File: config.mk
export PLATFORM = sky130hd
export DESIGN_NAME = port_cd_pin_function_mux
export DESIGN_NICKNAME = d
export VERILOG_FILES = /design/src/hw/port_cd_pkg.sv /design/src/hw/port_cd_pin_function_mux.sv /design/src/hw/sync_bank.sv
export SDC_FILE = /design/constraint.sdc
export NUM_CORES = 1
export LEC_CHECK = 0
export ABC_AREA = 1
export BUFFER_PORTS_ARGS = -buffer_cell sky130_fd_sc_hd__buf_2
export CAP_MARGIN = 20
export CORE_MARGIN = 10
export CORE_UTILIZATION = 55
export CTS_CLUSTER_SIZE = 40
export DETAILED_ROUTE_END_ITERATION = 10
export MAX_ROUTING_LAYER = met4
export PLACE_DENSITY = 0.91
export SETUP_SLACK_MARGIN = 0.02
export SLEW_MARGIN = 20
export SYNTH_ARGS = -nofsm -noshare
export SYNTH_HDL_FRONTEND = slang
export SYNTH_SLANG_ARGS = --single-unit
File: constraint.sdc
create_clock -name clock -period 8.4 [get_ports clock]
set_input_delay 0.42 -clock clock [delete_from_list [all_inputs] [get_ports clock]]
set_output_delay 0.42 -clock clock [all_outputs]
set_load 0.02 [all_outputs]
File: src/hw/port_cd_pkg.sv
// Purpose: shared constants and types for the port C/D pin function mux
// Assumes: two 8-bit ports, one serial channel per port
// Notes:   index 0 of every port array is port D, index 1 is port C
package port_cd_pkg;

  localparam int PORT_WIDTH  = 8;
  localparam int NUM_PORTS   = 2;
  localparam int SYNC_STAGES = 2;
  localparam int PORT_D      = 0;  // carries serial channel 0
  localparam int PORT_C      = 1;  // carries serial channel 1

  // reset values of the software settings
  localparam logic [7:0] DIR_RESET   = 8'hFF;  // all pins input
  localparam logic [7:0] DATA_RESET  = 8'h00;
  localparam logic [7:0] ODR_RESET   = 8'h00;
  localparam logic [7:0] OSR_RESET   = 8'h00;
  localparam logic [7:0] ALT_RESET   = 8'h00;
  localparam logic [7:0] INTEN_RESET = 8'h00;
  localparam logic [7:0] IDLE_IN     = 8'hFF;  // serial inputs idle high

  // pin positions of the serial functions
  localparam int BIT_MISO = 0;
  localparam int BIT_SCL  = 0;
  localparam int BIT_TXD  = 0;
  localparam int BIT_MOSI = 1;
  localparam int BIT_SDA  = 1;
  localparam int BIT_RXD  = 1;
  localparam int BIT_SCK  = 2;
  localparam int BIT_RTS  = 2;
  localparam int BIT_SS   = 3;
  localparam int BIT_CTS  = 3;
  localparam int BIT_DTR  = 4;
  localparam int BIT_DSR  = 5;
  localparam int BIT_DCD  = 6;
  localparam int BIT_RI   = 7;

  // serial channel personality
  typedef enum logic [1:0] {
    MODE_SPI,
    MODE_I2C,
    MODE_UART
  } mode_t;

  // software setting selected by a configuration write
  typedef enum logic [2:0] {
    CFG_DATA,
    CFG_DIR,
    CFG_ODRAIN,
    CFG_OSOURCE,
    CFG_ALT,
    CFG_INTEN
  } cfg_t;

endpackage : port_cd_pkg

File: src/hw/port_cd_pin_function_mux.sv
// Purpose: pin function mux for ports C and D (GPIO or serial channel)
// Assumes: serial engines sit outside; they drive and read plain levels
// Notes:   arrays indexed 0 = port D / channel 0, 1 = port C / channel 1
`timescale 1ns/1ns

// Summary of operation
// - each GPIO pin set input or output
// - each pin usable alone as interrupt source
// - output pins selectable open-drain or open-source
// - C shares channel 1, D channel 0
// - MISO input as master, output as slave
// - MOSI output as master, input as slave
// - SCK driven as master, received as slave
// - I2C clock and data both bidirectional
// - UART transmit data out on bit 0
// - UART receive data in on bit 1
// - RTS and DTR driven as active-low outputs
// - CTS, DSR, DCD, RI routed as inputs
// - direction settings reset to all ones
module port_cd_pin_function_mux
  import port_cd_pkg::*;
(
  input  wire logic                 clock,         // system clock, 50 MHz
  input  wire logic                 rst,           // async reset, active high
  input  wire logic [1:0]           cfg_wr,        // per-port setting write strobe
  input  wire cfg_t                 cfg_sel,       // which setting is written
  input  wire logic [7:0]           cfg_wdata,     // setting value
  input  wire mode_t [1:0]          chan_mode,     // serial personality per channel
  input  wire logic [1:0]           spi_master,    // 1 = channel is SPI master
  input  wire logic [1:0]           spi_miso_out,  // MISO value as slave
  input  wire logic [1:0]           spi_mosi_out,  // MOSI value as master
  input  wire logic [1:0]           spi_sck_out,   // SCK value as master
  input  wire logic [1:0]           i2c_scl_low,   // pull SCL low
  input  wire logic [1:0]           i2c_sda_low,   // pull SDA low
  input  wire logic [1:0]           uart_txd,      // transmit data
  input  wire logic [1:0]           uart_rts_n,    // request to send, low active
  input  wire logic [1:0]           uart_dtr_n,    // terminal ready, low active
  input  wire logic [1:0][7:0]      pin_in,        // pin levels from pads
  input  wire logic                 test_pin,      // factory test pad
  output logic      [1:0][7:0]      pin_out,       // pad output value
  output logic      [1:0][7:0]      pin_oe_n,      // pad enable, low = drive
  output logic      [1:0][7:0]      gpio_in,       // synchronised pin levels
  output logic      [1:0][7:0]      gpio_event,    // pin change pulse
  output logic      [1:0][7:0]      direction_q,   // current direction setting
  output logic      [1:0]           spi_miso_in,   // MISO to channel
  output logic      [1:0]           spi_mosi_in,   // MOSI to channel
  output logic      [1:0]           spi_sck_in,    // SCK to channel
  output logic      [1:0]           spi_ss_n,      // slave select, low active
  output logic      [1:0]           i2c_scl_in,    // SCL level to channel
  output logic      [1:0]           i2c_sda_in,    // SDA level to channel
  output logic      [1:0]           uart_rxd,      // receive data
  output logic      [1:0]           uart_cts_n,    // clear to send
  output logic      [1:0]           uart_dsr_n,    // data set ready
  output logic      [1:0]           uart_dcd_n,    // carrier detect
  output logic      [1:0]           uart_ri_n,     // ring indicator
  output logic                      test_mode      // factory test level
);

  // software settings, one byte per port
  logic [1:0][7:0] data_reg;
  logic [1:0][7:0] port_c_direction_reg;  // both ports, index 1 is C
  logic [1:0][7:0] odrain_reg;
  logic [1:0][7:0] osource_reg;
  logic [1:0][7:0] alt_reg;
  logic [1:0][7:0] inten_reg;

  // pin side state
  logic [16:0]     sync_q;
  logic [1:0][7:0] sync_pin;
  logic [1:0][7:0] prev_reg;
  logic [1:0][7:0] event_reg;
  logic [1:0][7:0] pin_out_reg;
  logic [1:0][7:0] pin_oe_n_reg;
  logic [1:0][7:0] drive_next;
  logic [1:0][7:0] value_next;
  logic [1:0][7:0] ser_pin;
  logic [1:0][10:0] route_next;
  logic [1:0][10:0] route_reg;

  // per-pin drive from the serial channel: {drive, value}
  function automatic logic [15:0] serial_pins(
    input mode_t m,
    input logic  master,
    input logic  miso,
    input logic  mosi,
    input logic  sck,
    input logic  scl_low,
    input logic  sda_low,
    input logic  txd,
    input logic  rts_n,
    input logic  dtr_n
  );
    logic [7:0] drv;
    logic [7:0] val;
    drv = 8'h00;
    val = 8'h00;
    unique case (m)
      MODE_SPI: begin
        drv[BIT_MISO] = ~master;
        val[BIT_MISO] = miso;
        drv[BIT_MOSI] = master;
        val[BIT_MOSI] = mosi;
        drv[BIT_SCK]  = master;
        val[BIT_SCK]  = sck;
      end
      MODE_I2C: begin
        drv[BIT_SCL] = scl_low;
        drv[BIT_SDA] = sda_low;
      end
      MODE_UART: begin
        drv[BIT_TXD] = 1'b1;
        val[BIT_TXD] = txd;
        drv[BIT_RTS] = 1'b1;
        val[BIT_RTS] = rts_n;
        drv[BIT_DTR] = 1'b1;
        val[BIT_DTR] = dtr_n;
      end
      default: begin
        drv = 8'h00;
      end
    endcase
    return {drv, val};
  endfunction : serial_pins

  sync_bank #(
    .WIDTH (17)
  ) u_sync (
    .clock   (clock),
    .rst     (rst),
    .d_async ({test_pin, pin_in[1], pin_in[0]}),
    .q       (sync_q)
  );

  assign sync_pin[0] = sync_q[7:0];
  assign sync_pin[1] = sync_q[15:8];
  assign test_mode   = sync_q[16];

  always_ff @(posedge clock or posedge rst) begin
    if (rst) begin
      data_reg             <= {NUM_PORTS{DATA_RESET}};
      port_c_direction_reg <= {NUM_PORTS{DIR_RESET}};
      odrain_reg           <= {NUM_PORTS{ODR_RESET}};
      osource_reg          <= {NUM_PORTS{OSR_RESET}};
      alt_reg              <= {NUM_PORTS{ALT_RESET}};
      inten_reg            <= {NUM_PORTS{INTEN_RESET}};
    end else begin
      for (int p = 0; p < NUM_PORTS; p++) begin
        if (cfg_wr[p]) begin
          unique case (cfg_sel)
            CFG_DATA:    data_reg[p]             <= cfg_wdata;
            CFG_DIR:     port_c_direction_reg[p] <= cfg_wdata;
            CFG_ODRAIN:  odrain_reg[p]           <= cfg_wdata;
            CFG_OSOURCE: osource_reg[p]          <= cfg_wdata;
            CFG_ALT:     alt_reg[p]              <= cfg_wdata;
            CFG_INTEN:   inten_reg[p]            <= cfg_wdata;
            default:     ;
          endcase
        end
      end
    end
  end

  for (genvar gp = 0; gp < NUM_PORTS; gp++) begin : g_port
    logic [15:0] ser;
    logic [7:0]  gpio_drive;
    logic        is_spi;
    logic        is_i2c;
    logic        is_uart;

    // each port bound to its own channel
    assign ser = serial_pins(chan_mode[gp], spi_master[gp], spi_miso_out[gp],
                             spi_mosi_out[gp], spi_sck_out[gp], i2c_scl_low[gp],
                             i2c_sda_low[gp], uart_txd[gp], uart_rts_n[gp],
                             uart_dtr_n[gp]);

    // open-drain drives low only, open-source high only
    assign gpio_drive = ~port_c_direction_reg[gp]
                      & ~(odrain_reg[gp] & data_reg[gp])
                      & ~(osource_reg[gp] & ~data_reg[gp]);

    assign drive_next[gp] = (alt_reg[gp] & ser[15:8]) | (~alt_reg[gp] & gpio_drive);
    assign value_next[gp] = (alt_reg[gp] & ser[7:0]) | (~alt_reg[gp] & data_reg[gp]);

    // serial inputs idle high when pin not given to the channel
    assign ser_pin[gp] = (alt_reg[gp] & sync_pin[gp]) | (~alt_reg[gp] & IDLE_IN);
    assign is_spi      = (chan_mode[gp] == MODE_SPI);
    assign is_i2c      = (chan_mode[gp] == MODE_I2C);
    assign is_uart     = (chan_mode[gp] == MODE_UART);

    assign route_next[gp] = {
      ~is_uart | ser_pin[gp][BIT_RI],
      ~is_uart | ser_pin[gp][BIT_DCD],
      ~is_uart | ser_pin[gp][BIT_DSR],
      ~is_uart | ser_pin[gp][BIT_CTS],
      ~is_uart | ser_pin[gp][BIT_RXD],
      ~is_i2c  | ser_pin[gp][BIT_SDA],
      ~is_i2c  | ser_pin[gp][BIT_SCL],
      ~is_spi  | ser_pin[gp][BIT_SS],
      ~is_spi  | ser_pin[gp][BIT_SCK],
      ~is_spi  | ser_pin[gp][BIT_MOSI],
      ~is_spi  | ser_pin[gp][BIT_MISO]
    };

    assign spi_miso_in[gp] = route_reg[gp][0];
    assign spi_mosi_in[gp] = route_reg[gp][1];
    assign spi_sck_in[gp]  = route_reg[gp][2];
    assign spi_ss_n[gp]    = route_reg[gp][3];  // low selects us
    assign i2c_scl_in[gp]  = route_reg[gp][4];
    assign i2c_sda_in[gp]  = route_reg[gp][5];
    assign uart_rxd[gp]    = route_reg[gp][6];
    assign uart_cts_n[gp]  = route_reg[gp][7];
    assign uart_dsr_n[gp]  = route_reg[gp][8];
    assign uart_dcd_n[gp]  = route_reg[gp][9];
    assign uart_ri_n[gp]   = route_reg[gp][10];
  end

  // pad drive, input routing, change events
  always_ff @(posedge clock or posedge rst) begin
    if (rst) begin
      pin_out_reg  <= '0;
      pin_oe_n_reg <= '1;
      route_reg    <= '1;
      prev_reg     <= '0;
      event_reg    <= '0;
    end else begin
      pin_out_reg  <= value_next;
      pin_oe_n_reg <= ~drive_next;
      route_reg    <= route_next;
      prev_reg     <= sync_pin;
      event_reg    <= inten_reg & (sync_pin ^ prev_reg);
    end
  end

  assign pin_out     = pin_out_reg;
  assign pin_oe_n    = pin_oe_n_reg;
  assign gpio_in     = sync_pin;
  assign gpio_event  = event_reg;
  assign direction_q = port_c_direction_reg;

  for (genvar ap = 0; ap < NUM_PORTS; ap++) begin : g_chk

  end
endmodule : port_cd_pin_function_mux

File: src/hw/sync_bank.sv
// Purpose: two-flop synchroniser bank for asynchronous pin levels
// Assumes: inputs are levels, not pulses
// Notes:   only the second stage may be read by other logic
`timescale 1ns/1ns
module sync_bank
  import port_cd_pkg::*;
#(
  parameter int WIDTH = 17
) (
  input  wire logic             clock,    // system clock
  input  wire logic             rst,      // async reset, active high
  input  wire logic [WIDTH-1:0] d_async,  // pin levels
  output logic      [WIDTH-1:0] q         // synchronised levels
);

  logic [WIDTH-1:0] meta_reg;
  logic [WIDTH-1:0] q_reg;

  // refuse an empty bank
  if (WIDTH < 1) begin : g_bad_width
    $error("sync_bank WIDTH must be at least 1");
  end

  // first stage feeds only the second stage
  always_ff @(posedge clock or posedge rst) begin
    if (rst) begin
      meta_reg <= '0;
      q_reg    <= '0;
    end else begin
      meta_reg <= d_async;
      q_reg    <= meta_reg;
    end
  end

  assign q = q_reg;

endmodule : sync_bank

# ---- Word level (Yosys, flattened, before mapping)
# Index checks and enable logic that the tools add are counted.
dict set report totals {
  register_bits 216
  latchBits 0
  ramBits 0
  mem_bits_ro 0
  in_bits 54
  out_inout_bits 103
  memories 0
}
dict set report classes {
  n_addsub 0
  multipliers 0
  div 0
  n_lt_le_gt_ge 0
  eq_ne 9
  shifts 0
  n_mux 16
  bitwise_logic 67
  n_reduce_logical 15
}
# cell count
set op_table {}
lappend op_table {{8-bit bitwise AND} 14}
lappend op_table {{8-bit inverter} 10}
lappend op_table {{8-bit OR} 6}
lappend op_table {{8-bit by 5-bit bitwise AND with 8-bit output} 4}
lappend op_table {{2-bit AND reduction} 12}
lappend op_table {{1-bit OR} 22}
lappend op_table {{16-bit bitwise AND} 1}
lappend op_table {{16-bit inverter} 1}
lappend op_table {{1-bit one-hot mux with 2 select lines} 8}
lappend op_table {{16-bit XOR} 1}
lappend op_table {{1-bit inverter} 8}
lappend op_table {{3-bit by 2-bit == test with 1-bit output (second input constant)} 2}
lappend op_table {{3-bit == test (second input constant)} 2}
lappend op_table {{1-bit 2-to-1 mux} 6}
lappend op_table {{1-bit one-hot mux with 3 select lines} 2}
lappend op_table {{2-bit by 1-bit == test with 1-bit output (second input constant)} 2}
lappend op_table {{2-bit == test (second input constant)} 2}
lappend op_table {{2-bit logical NOT} 2}
lappend op_table {{3-bit by 1-bit == test with 1-bit output (second input constant)} 1}
lappend op_table {{3-bit logical NOT} 1}

# ---- Logic depth before layout (Yosys ltp)
# Gate-level depths: netlist (run 1).
dict set report depth {
  word_depth 7
  mapped_depth 6
  mapped_depth_nobuf 6
}

# ---- Hierarchy
# From an unflattened synthesis (run 1), not the netlist that was laid out.
dict set report unflattened {
  cells_unflattened 812
  area_unflattened_um2 8092.8
}
# module instances cells_per_inst area_per_inst_um2 seq_area_each_um2
set modules_own_cells {}
lappend modules_own_cells {port_cd_pin_function_mux 1 777 7238.2 4621.9}
lappend modules_own_cells {sync_bank 1 35 854.6 850.8}

# ---- Worst setup path after synthesis (run 1)
# OpenSTA, ideal clock, no wires.
dict set report synth_path {
  path_type {input to register}
  startpoint {input port cfg_sel[1]}
  endpoint {register odrain_reg[0] (netlist name)}
  setup_time_ns 0.118
  arrival_ns 1.147
  required_ns 8.282
  setup_slack_ns 7.135
  cell_stages 6
  n_path_buf 1
  cell_sequence {clkbuf_2 inv_1 nor2_4 nand3_1 nand2_1 nand2_1}
}
dict set report synth_via {
  elab_chain_len 2
}
# item line_no
set synth_rtl {}
lappend synth_rtl {{from (decl)} port_cd_pin_function_mux.sv:26} ;# input wire cfg_t cfg_sel,
lappend synth_rtl {{3-bit by 2-bit == test with 1-bit output} port_cd_pin_function_mux.sv:149} ;# unique case (cfg_sel)
lappend synth_rtl {{2-bit AND reduction (no line)} -}
lappend synth_rtl {{to (signal assigned)} port_cd_pin_function_mux.sv:142} ;# odrain_reg <= {NUM_PORTS{ODR_RESET}};
lappend synth_rtl {{to (signal, indexed assignment)} port_cd_pin_function_mux.sv:152} ;# CFG_ODRAIN: odrain_reg[p] <= cfg_wdata;
lappend synth_rtl {{to (decl)} port_cd_pin_function_mux.sv:62} ;# logic [1:0][7:0] odrain_reg;
# Every way passes these cells.
# A chain may end at the register's enable or synchronous reset.

# ---- Worst setup path after layout (run 1)
dict set report layout_path {
  startpoint {input port cfg_sel[2]}
  endpoint {register inten_reg[14] (netlist name)}
}
dict set report layout_via {
  elab_chain_len 2
}
# item line_no
set layout_rtl {}
lappend layout_rtl {{3-bit == test} port_cd_pin_function_mux.sv:149}
lappend layout_rtl {{2-bit AND reduction (no line)} -}
lappend layout_rtl {{to (signal assigned)} port_cd_pin_function_mux.sv:145} ;# inten_reg <= {NUM_PORTS{INTEN_RESET}};
lappend layout_rtl {{to (signal, indexed assignment)} port_cd_pin_function_mux.sv:155} ;# CFG_INTEN: inten_reg[p] <= cfg_wdata;
lappend layout_rtl {{to (decl)} port_cd_pin_function_mux.sv:65} ;# logic [1:0][7:0] inten_reg;
# Every way passes these cells.

==> results of run 1 <==
-- report_power, final --
part	internal (W)	leakage (nW)	switching, W
Combinational	0.000132	2.04	0.000299
Sequential	0.00122	2.58	0.000103
Clock	0.000588	0.362	0.000389
-- layout make-up --
cell class                      count  area [sq um]
Inverter                           38           150
Antenna cell                        1          2.50
Fill cell                        1036          4780
Multi-Input combinational cell    523          2300
Timing Repair Buffer              159           803
Sequential cell                   216          5470
Clock inverter                      5          58.8
Clock buffer                       35           681
Tap cell                          184           230
-- path summary, 6_finish.rpt --
kind                       slack, ns                 end
min                             0.03  u_sync.meta_reg[7]
min reg2reg                     0.35        u_sync.q[16]
max reg2reg                     7.52         pin_oe_n[0]
max in group asynchronous       6.77         pin_out[14]
min in group asynchronous       0.12         u_sync.q[1]
max                             6.71       inten_reg[14]
-- cell families after synthesis --
kind of cell	after synthesis
simple gates	501
compound gates	22
flops	216
buf+inv	73
-- routing by layer --
| metal | up-vias | global-route usage [%] |
|---|---|---|
| met5 | - | - |
| met4 | 0 | 6.36 |
| met3 | 44 | 4.60 |
| met2 | 338 | 34.2 |
| met1 | 3180 | 27.3 |
| li1 | 2933 | - |
-- cell usage after synthesis --
cell / n
sky130_fd_sc_hd__a21oi_1: 16
sky130_fd_sc_hd__buf_1: 3
sky130_fd_sc_hd__buf_2: 11
sky130_fd_sc_hd__buf_4: 1
sky130_fd_sc_hd__clkbuf_1: 19
sky130_fd_sc_hd__clkbuf_2: 1
sky130_fd_sc_hd__clkinv_1: 1
sky130_fd_sc_hd__dfrtp_1: 162
sky130_fd_sc_hd__dfstp_2: 54
sky130_fd_sc_hd__inv_1: 37
sky130_fd_sc_hd__nand2_1: 302
sky130_fd_sc_hd__nand3_1: 68
sky130_fd_sc_hd__nand3b_1: 10
sky130_fd_sc_hd__nand4_1: 64
sky130_fd_sc_hd__nor2_1: 52
sky130_fd_sc_hd__nor2_2: 2
sky130_fd_sc_hd__nor2_4: 3
sky130_fd_sc_hd__o21ai_0: 6
-- through the flow --
stage	utilization, %	hold WS, ns	std cells	worst slack [ns]	power [W]
6_report	67.0	0.0310	1161	6.71	0.00273
5_1_grt	67.0	0.0200	1161	6.46	0.00285
4_1_cts	67.0	0.0256	1160	6.71	0.00274
3_5_place_dp	61.9	0.335	1120	6.20	0.00177
3_3_place_gp	61.9	0.332	1120	6.22	0.00174
2_1_floorplan	-	0.331	812	2.16	0.00159
-- worst max-delay path: stages --
cell and delay [ns]:
sky130_fd_sc_hd__buf_2 0.40, sky130_fd_sc_hd__nand2_1 0.16, sky130_fd_sc_hd__nor2_2 0.52, sky130_fd_sc_hd__nand2_1 0.33, sky130_fd_sc_hd__nand2_1 0.16, sky130_fd_sc_hd__nand2_1 0.06
==> results_dict.tcl, run 1 <==
set metrics [dict create \
    run_status "completed" \
    ys_seq_elements 216 \
    cts_resized 0 \
    drt_drc_violations_left 0 \
    top_signal_layer_used "met4" \
    cap_viol_max_count 0 \
    detailed_place_hpwl_microns 13900 \
    die_area_sq_um 19900 \
    coreArea_sq_um 14500 \
    syn2layout_area_growth_pct 20.2 \
    detail_route.wl_per_cell_microns 18.5 \
    route.vias.total 6495 \
    detailedRoute.firstPassIterationCount 5 \
    min-delay-path-class "input pin to register" \
    worstPathMaxFanout 21 \
    worst_skew_pair.late_latency_ns 0.49 \
    cts_sinks 216 \
    leakage_nw 4.98 \
    clkSlewWorstSetupHoldPaths_ns 0.06 \
    tns_ns 0 \
    cts-buffers-inserted 22 \
    timing.reg2reg.worst_path_depth 4 \
    io_buffer_count 156 \
    tightestPinTransition_ns 0.960 \
    yosys-top-cells-area "sky130_fd_sc_hd__dfrtp_1, sky130_fd_sc_hd__dfstp_2, sky130_fd_sc_hd__nand2_1, sky130_fd_sc_hd__nand4_1, sky130_fd_sc_hd__nand3_1" \
    number_of_antenna_violations_at_the_first_check_in_global_routing 1 \
    hold_buffers 0 \
    layout_cell_share_with_drive_strength_beyond_1_pct 25.9 \
    maxSlewViolCount 0 \
    worst_r2r_startpoint "direction_q[0]" \
    tritoncts "yes" \
    yosysTopAreaCellShare_pct 50.3 \
    leading_cell_type_in_the_layout_fill_and_taps_excluded "sky130_fd_sc_hd__nand2_1" \
    synth_top_cell_by_area "sky130_fd_sc_hd__dfrtp_1" \
    required_ns 8.77 \
    post_cts_setup_repair_bufs 0 \
    synth_xor_area_share_pct 0 \
    route.met3.wl_microns 2100 \
    crit_path_start_kind "input pin" \
    final-hold-violation-count 0 \
    final_period_util_pct 20.1 \
    die-width_microns 141 \
    first_global_vias 6462 \
    startpoint "cfg_sel[2]" \
    avgViaCountPerCell 5.59 \
    grt_start_max_net_pins 146 \
    synthesis.area_per_instance_sq_um 9.93 \
    sequential_element_share_of_the_synthesized_area_pct 67.8 \
    cts_htree_levels 1 \
    synth-simple-area-share_pct 27.2 \
    synth_top_family_by_area "simple AND/OR/NAND/NOR gates" \
    placed_area_sq_um 8960 \
    synth_mux_area_share_pct 0 \
    first_iter_violations 886 \
    post_synth_instance_area_sq_um 8070 \
    num-nets-final 1014 \
    groute.usage.overall_pct 21.5 \
    data_arrival_time_of_the_critical_path_ns 2.06 \
    cts-root-buf "sky130_fd_sc_hd__clkbuf_16" \
    grt_first_pass_wirelength_microns 34300 \
    cellPowerDensity_nw_per_um2 282 \
    critical_path.endpoint_type "register" \
    globalRouteOverflowTotal 0 \
    min_from "pin_in[7]" \
    slew_headroom_pct 36.0 \
    synth_cells 812 \
    hold_path_depth 1 \
    syn_nets 866 \
    adder_and_majority_cell_fraction_of_the_synthesized_area_pct 0 \
    gpl.final_weighted_congestion 0.834 \
    setup_violations 0 \
    ant_nets 0 \
    ys.warnings.count 0 \
    finalWorstPathRequiredPeriod_ns 1.69 \
    met2_length_microns 10700 \
    num_io_pins 157 \
    ctsLongestPathBuffers 3 \
    wirelength_met1_microns 8180 \
    layout.cell_area.non_filler_sq_um 9700 \
    layout_common_cells "sky130_fd_sc_hd__nand2_1, sky130_fd_sc_hd__dfrtp_1, sky130_fd_sc_hd__buf_2, sky130_fd_sc_hd__nand3_1, sky130_fd_sc_hd__nand4_1" \
    vdd_ir_drop_max_mv 0.163 \
    cell_variety_after_synth 18 \
    floorplan.die.height_microns 141 \
    clock-skew-final_ns 0.00862 \
    initial_utilization_pct 55.7 \
    core.rowCount 44 \
    timing_worst_setup_path_type "input pin to register" \
    synth_compound_gate_area_share_pct 1.36 \
    unrepaired_setup_endpoints_after_global_routing "false" \
    total_length_of_routed_wires_microns 21500 \
    fmax_ghz 0.591 \
]
No activity file was read; power rests on OpenSTA's default activity.
==> run 2, diff against run 1 <==
clock period = 1.6 ns   (was 8.4 ns; I/O delays follow)
==> run 2 against run 1 <==
Net effect: critical path depth up 2; register-to-register slack worse by 7.3 ns; routed wire length up 14%; die area unchanged; setup slack worse by 6.7 ns; combinational power rose to 5.9 times the previous value; global-route usage up 3.1 points; sequential share of layout area down 4.2 points; clock skew up 0.0029 ns; clock-buffer cell count down 4; power rose to 5.4 times the previous value; via count up 9.2%; critical endpoint is now pin_oe_n[9].
==> results_dict.tcl, run 2 (synthesis results as in run 1) <==
set metrics [dict create \
    cts_htree_levels 1 \
    timing.critical_path.slowest_stage_cell "sky130_fd_sc_hd__dlygate4sd3_1" \
    min-delay-path-class "input pin to register" \
    tritoncts "yes" \
    die-width_microns 141 \
    initial_utilization_pct 55.7 \
    groute.usage.overall_pct 24.6 \
    ant_nets 0 \
    layout_cell_share_with_drive_strength_beyond_1_pct 26.3 \
    placed_area_sq_um 9180 \
    tightestPinTransition_ns 0.551 \
    num-nets-final 1090 \
    grt_start_max_net_pins 52 \
    crit_path_start_kind "input pin" \
    drt_drc_violations_left 0 \
    coreArea_sq_um 14500 \
    first_global_vias 7304 \
    timing.reg2reg.worst_path_depth 4 \
    avgViaCountPerCell 5.74 \
    detailed_place_hpwl_microns 14800 \
    first_iter_violations 923 \
    setup_violations 0 \
    detailedRoute.firstPassIterationCount 6 \
    maxSlewViolCount 0 \
    timing_worst_setup_path_type "input pin to register" \
    clock-skew-final_ns 0.0115 \
    whs_ns 0.0508 \
    cts-buffers-inserted 21 \
    fmax_ghz 0.643 \
    critical_path.endpoint_type "register" \
    leakage_nw 5.33 \
    ctsLongestPathBuffers 3 \
    leading_cell_type_in_the_layout_fill_and_taps_excluded "sky130_fd_sc_hd__nand2_1" \
    dp.cells 1143 \
    tns_ns 0 \
    reg2reg_slack_ns 0.19 \
    cts_sinks 216 \
    switching_share_pct 28.9 \
    num_io_pins 157 \
    cellPowerDensity_nw_per_um2 1410 \
    detail_route.wl_per_cell_microns 19.8 \
    final-seq-area_sq_um 5470 \
    layout_common_cells "sky130_fd_sc_hd__nand2_1, sky130_fd_sc_hd__dfrtp_1, sky130_fd_sc_hd__buf_2, sky130_fd_sc_hd__nand3_1, sky130_fd_sc_hd__nand4_1" \
    total_switching_power_w 0.00428 \
    sequence_of_cells_on_the_critical_path "dlygate4sd3_1, buf_2, nor2_4, buf_4, nand2_1, nand3_1, dlygate4sd3_1, nand2_1" \
    longest_individual_stage_delay_on_the_worst_path_ns 0.57 \
    vdd_ir_drop_max_mv 0.806 \
    syn2layout_area_growth_pct 29.8 \
    final-hold-violation-count 0 \
    number_of_antenna_violations_at_the_first_check_in_global_routing 1 \
    route.vias.total 7095 \
    grt_first_pass_wirelength_microns 38800 \
    unrepaired_setup_endpoints_after_global_routing "false" \
    reg2reg_to "pin_out[10]" \
    hold_path_end "direction_q[15]" \
    clkSlewWorstSetupHoldPaths_ns 0.06 \
    floorplan.die.height_microns 141 \
    multi_input_gate_area_sq_um 2320 \
    run_status "completed" \
    finalWorstPathRequiredPeriod_ns 1.55 \
    globalRouteOverflowTotal 0 \
    gpl.final_weighted_congestion 0.878 \
    cts-root-buf "sky130_fd_sc_hd__clkbuf_16" \
    slew_headroom_pct 63.1 \
    layout.cell_area.non_filler_sq_um 10500 \
    io_buffer_count 156 \
    hold_path_depth 3 \
    worstPathMaxFanout 6 \
    final_period_util_pct 97.2 \
    required_ns 2.03 \
    power_report.internal_total_w 0.0105 \
    data_arrival_time_of_the_critical_path_ns 1.98 \
    cap_viol_max_count 0 \
    fill_cells 888 \
    clock_power_share_pct 35.7 \
    finish.cell_count_without_fillers 1236 \
    combinationalPowerShare_pct 17.1 \
    core.rowCount 44 \
    worst_skew_pair.late_latency_ns 0.50 \
    worst_r2r_startpoint "alt_reg[10]" \
    total_length_of_routed_wires_microns 24500 \
    sequential_power_share_pct 47.2 \
    die_area_sq_um 19900 \
    min_from "cfg_wr[1]" \
]
==> run 2: changes by cell type in the layout (fill, tap and decap cells not counted), moves of 2 or more <==
cell,previous run,this run
sky130_fd_sc_hd__dlygate4sd3_1,0,54
sky130_fd_sc_hd__buf_4,3,22
sky130_fd_sc_hd__buf_12,0,4
sky130_fd_sc_hd__bufinv_16,1,4
sky130_fd_sc_hd__clkbuf_16,23,21
sky130_fd_sc_hd__clkbuf_8,6,4
sky130_fd_sc_hd__inv_8,2,0
sky130_fd_sc_hd__nor2_1,52,50
==> run 2: repair_timing <==
item                       in CTS  in global routing
hold endpoints to repair      275                  0
setup endpoints to repair       0                  4
hold buffers                   54                  0
gates resized for setup         0                  4
setup buffers                   0                  0
==> run 2: power by group through the flow <==
| stage | clock, W | combinational [W] | sequential [W] |
|---|---|---|---|
| final | 0.00528 | 0.00253 | 0.00698 |
| after global routing | 0.00555 | 0.00278 | 0.00705 |
| after CTS | 0.00529 | 0.00249 | 0.00694 |
| after detailed placement | 0 | 0.00231 | 0.00700 |
| after global placement | 0 | 0.00222 | 0.00698 |
| after floorplan | 0 | 0.000961 | 0.00738 |
==> run 2: worst max path at each step <==
stage / from / end
CTS: chan_mode[0] / pin_out[2]
floorplan: rst / alt_reg[0]
detailed placement: cfg_sel[2] / inten_reg[4]
global route: cfg_sel[1] / alt_reg[4]
global placement: cfg_sel[2] / inten_reg[6]
finish: chan_mode[2] / pin_oe_n[9]
==> run 2: area by class of cell <==
class / count / share of cell area, %
well taps: 184 / 2.20
clock inverters: 6 / 1.24
diodes: 2 / 0.0478
repair buffers: 236 / 15.0
multi-input cells: 523 / 22.1
inverters: 38 / 1.40
flip-flops and latches: 216 / 52.3
clock buffers: 31 / 5.76
==> run 2: worst max-delay path: cells and delay by family <==
kind / cells / cell delay [ns]
AND/OR/NAND/NOR: 4 / 0.42
buffers and inverters: 4 / 1.47
==> run 2: per-stage QoR <==
step | utilization, % | total power [W] | setup WS, ns
2_1_floorplan | - | 0.00834 | -1.25
3_3_place_gp | 63.4 | 0.00920 | 0.270
3_5_place_dp | 63.4 | 0.00932 | 0.202
4_1_cts | 72.2 | 0.0147 | 0.116
5_1_grt | 72.3 | 0.0154 | 0.0171
6_report | 72.3 | 0.0148 | 0.0455
==> run 2: layer usage <==
metal	global-route usage [%]	wire length, microns	vias to the layer above
met5	-	0	-
li1	-	-	3087
met2	39.5	12100	478
met3	4.50	2280	116
met4	11.1	1050	0
met1	29.9	9030	3414
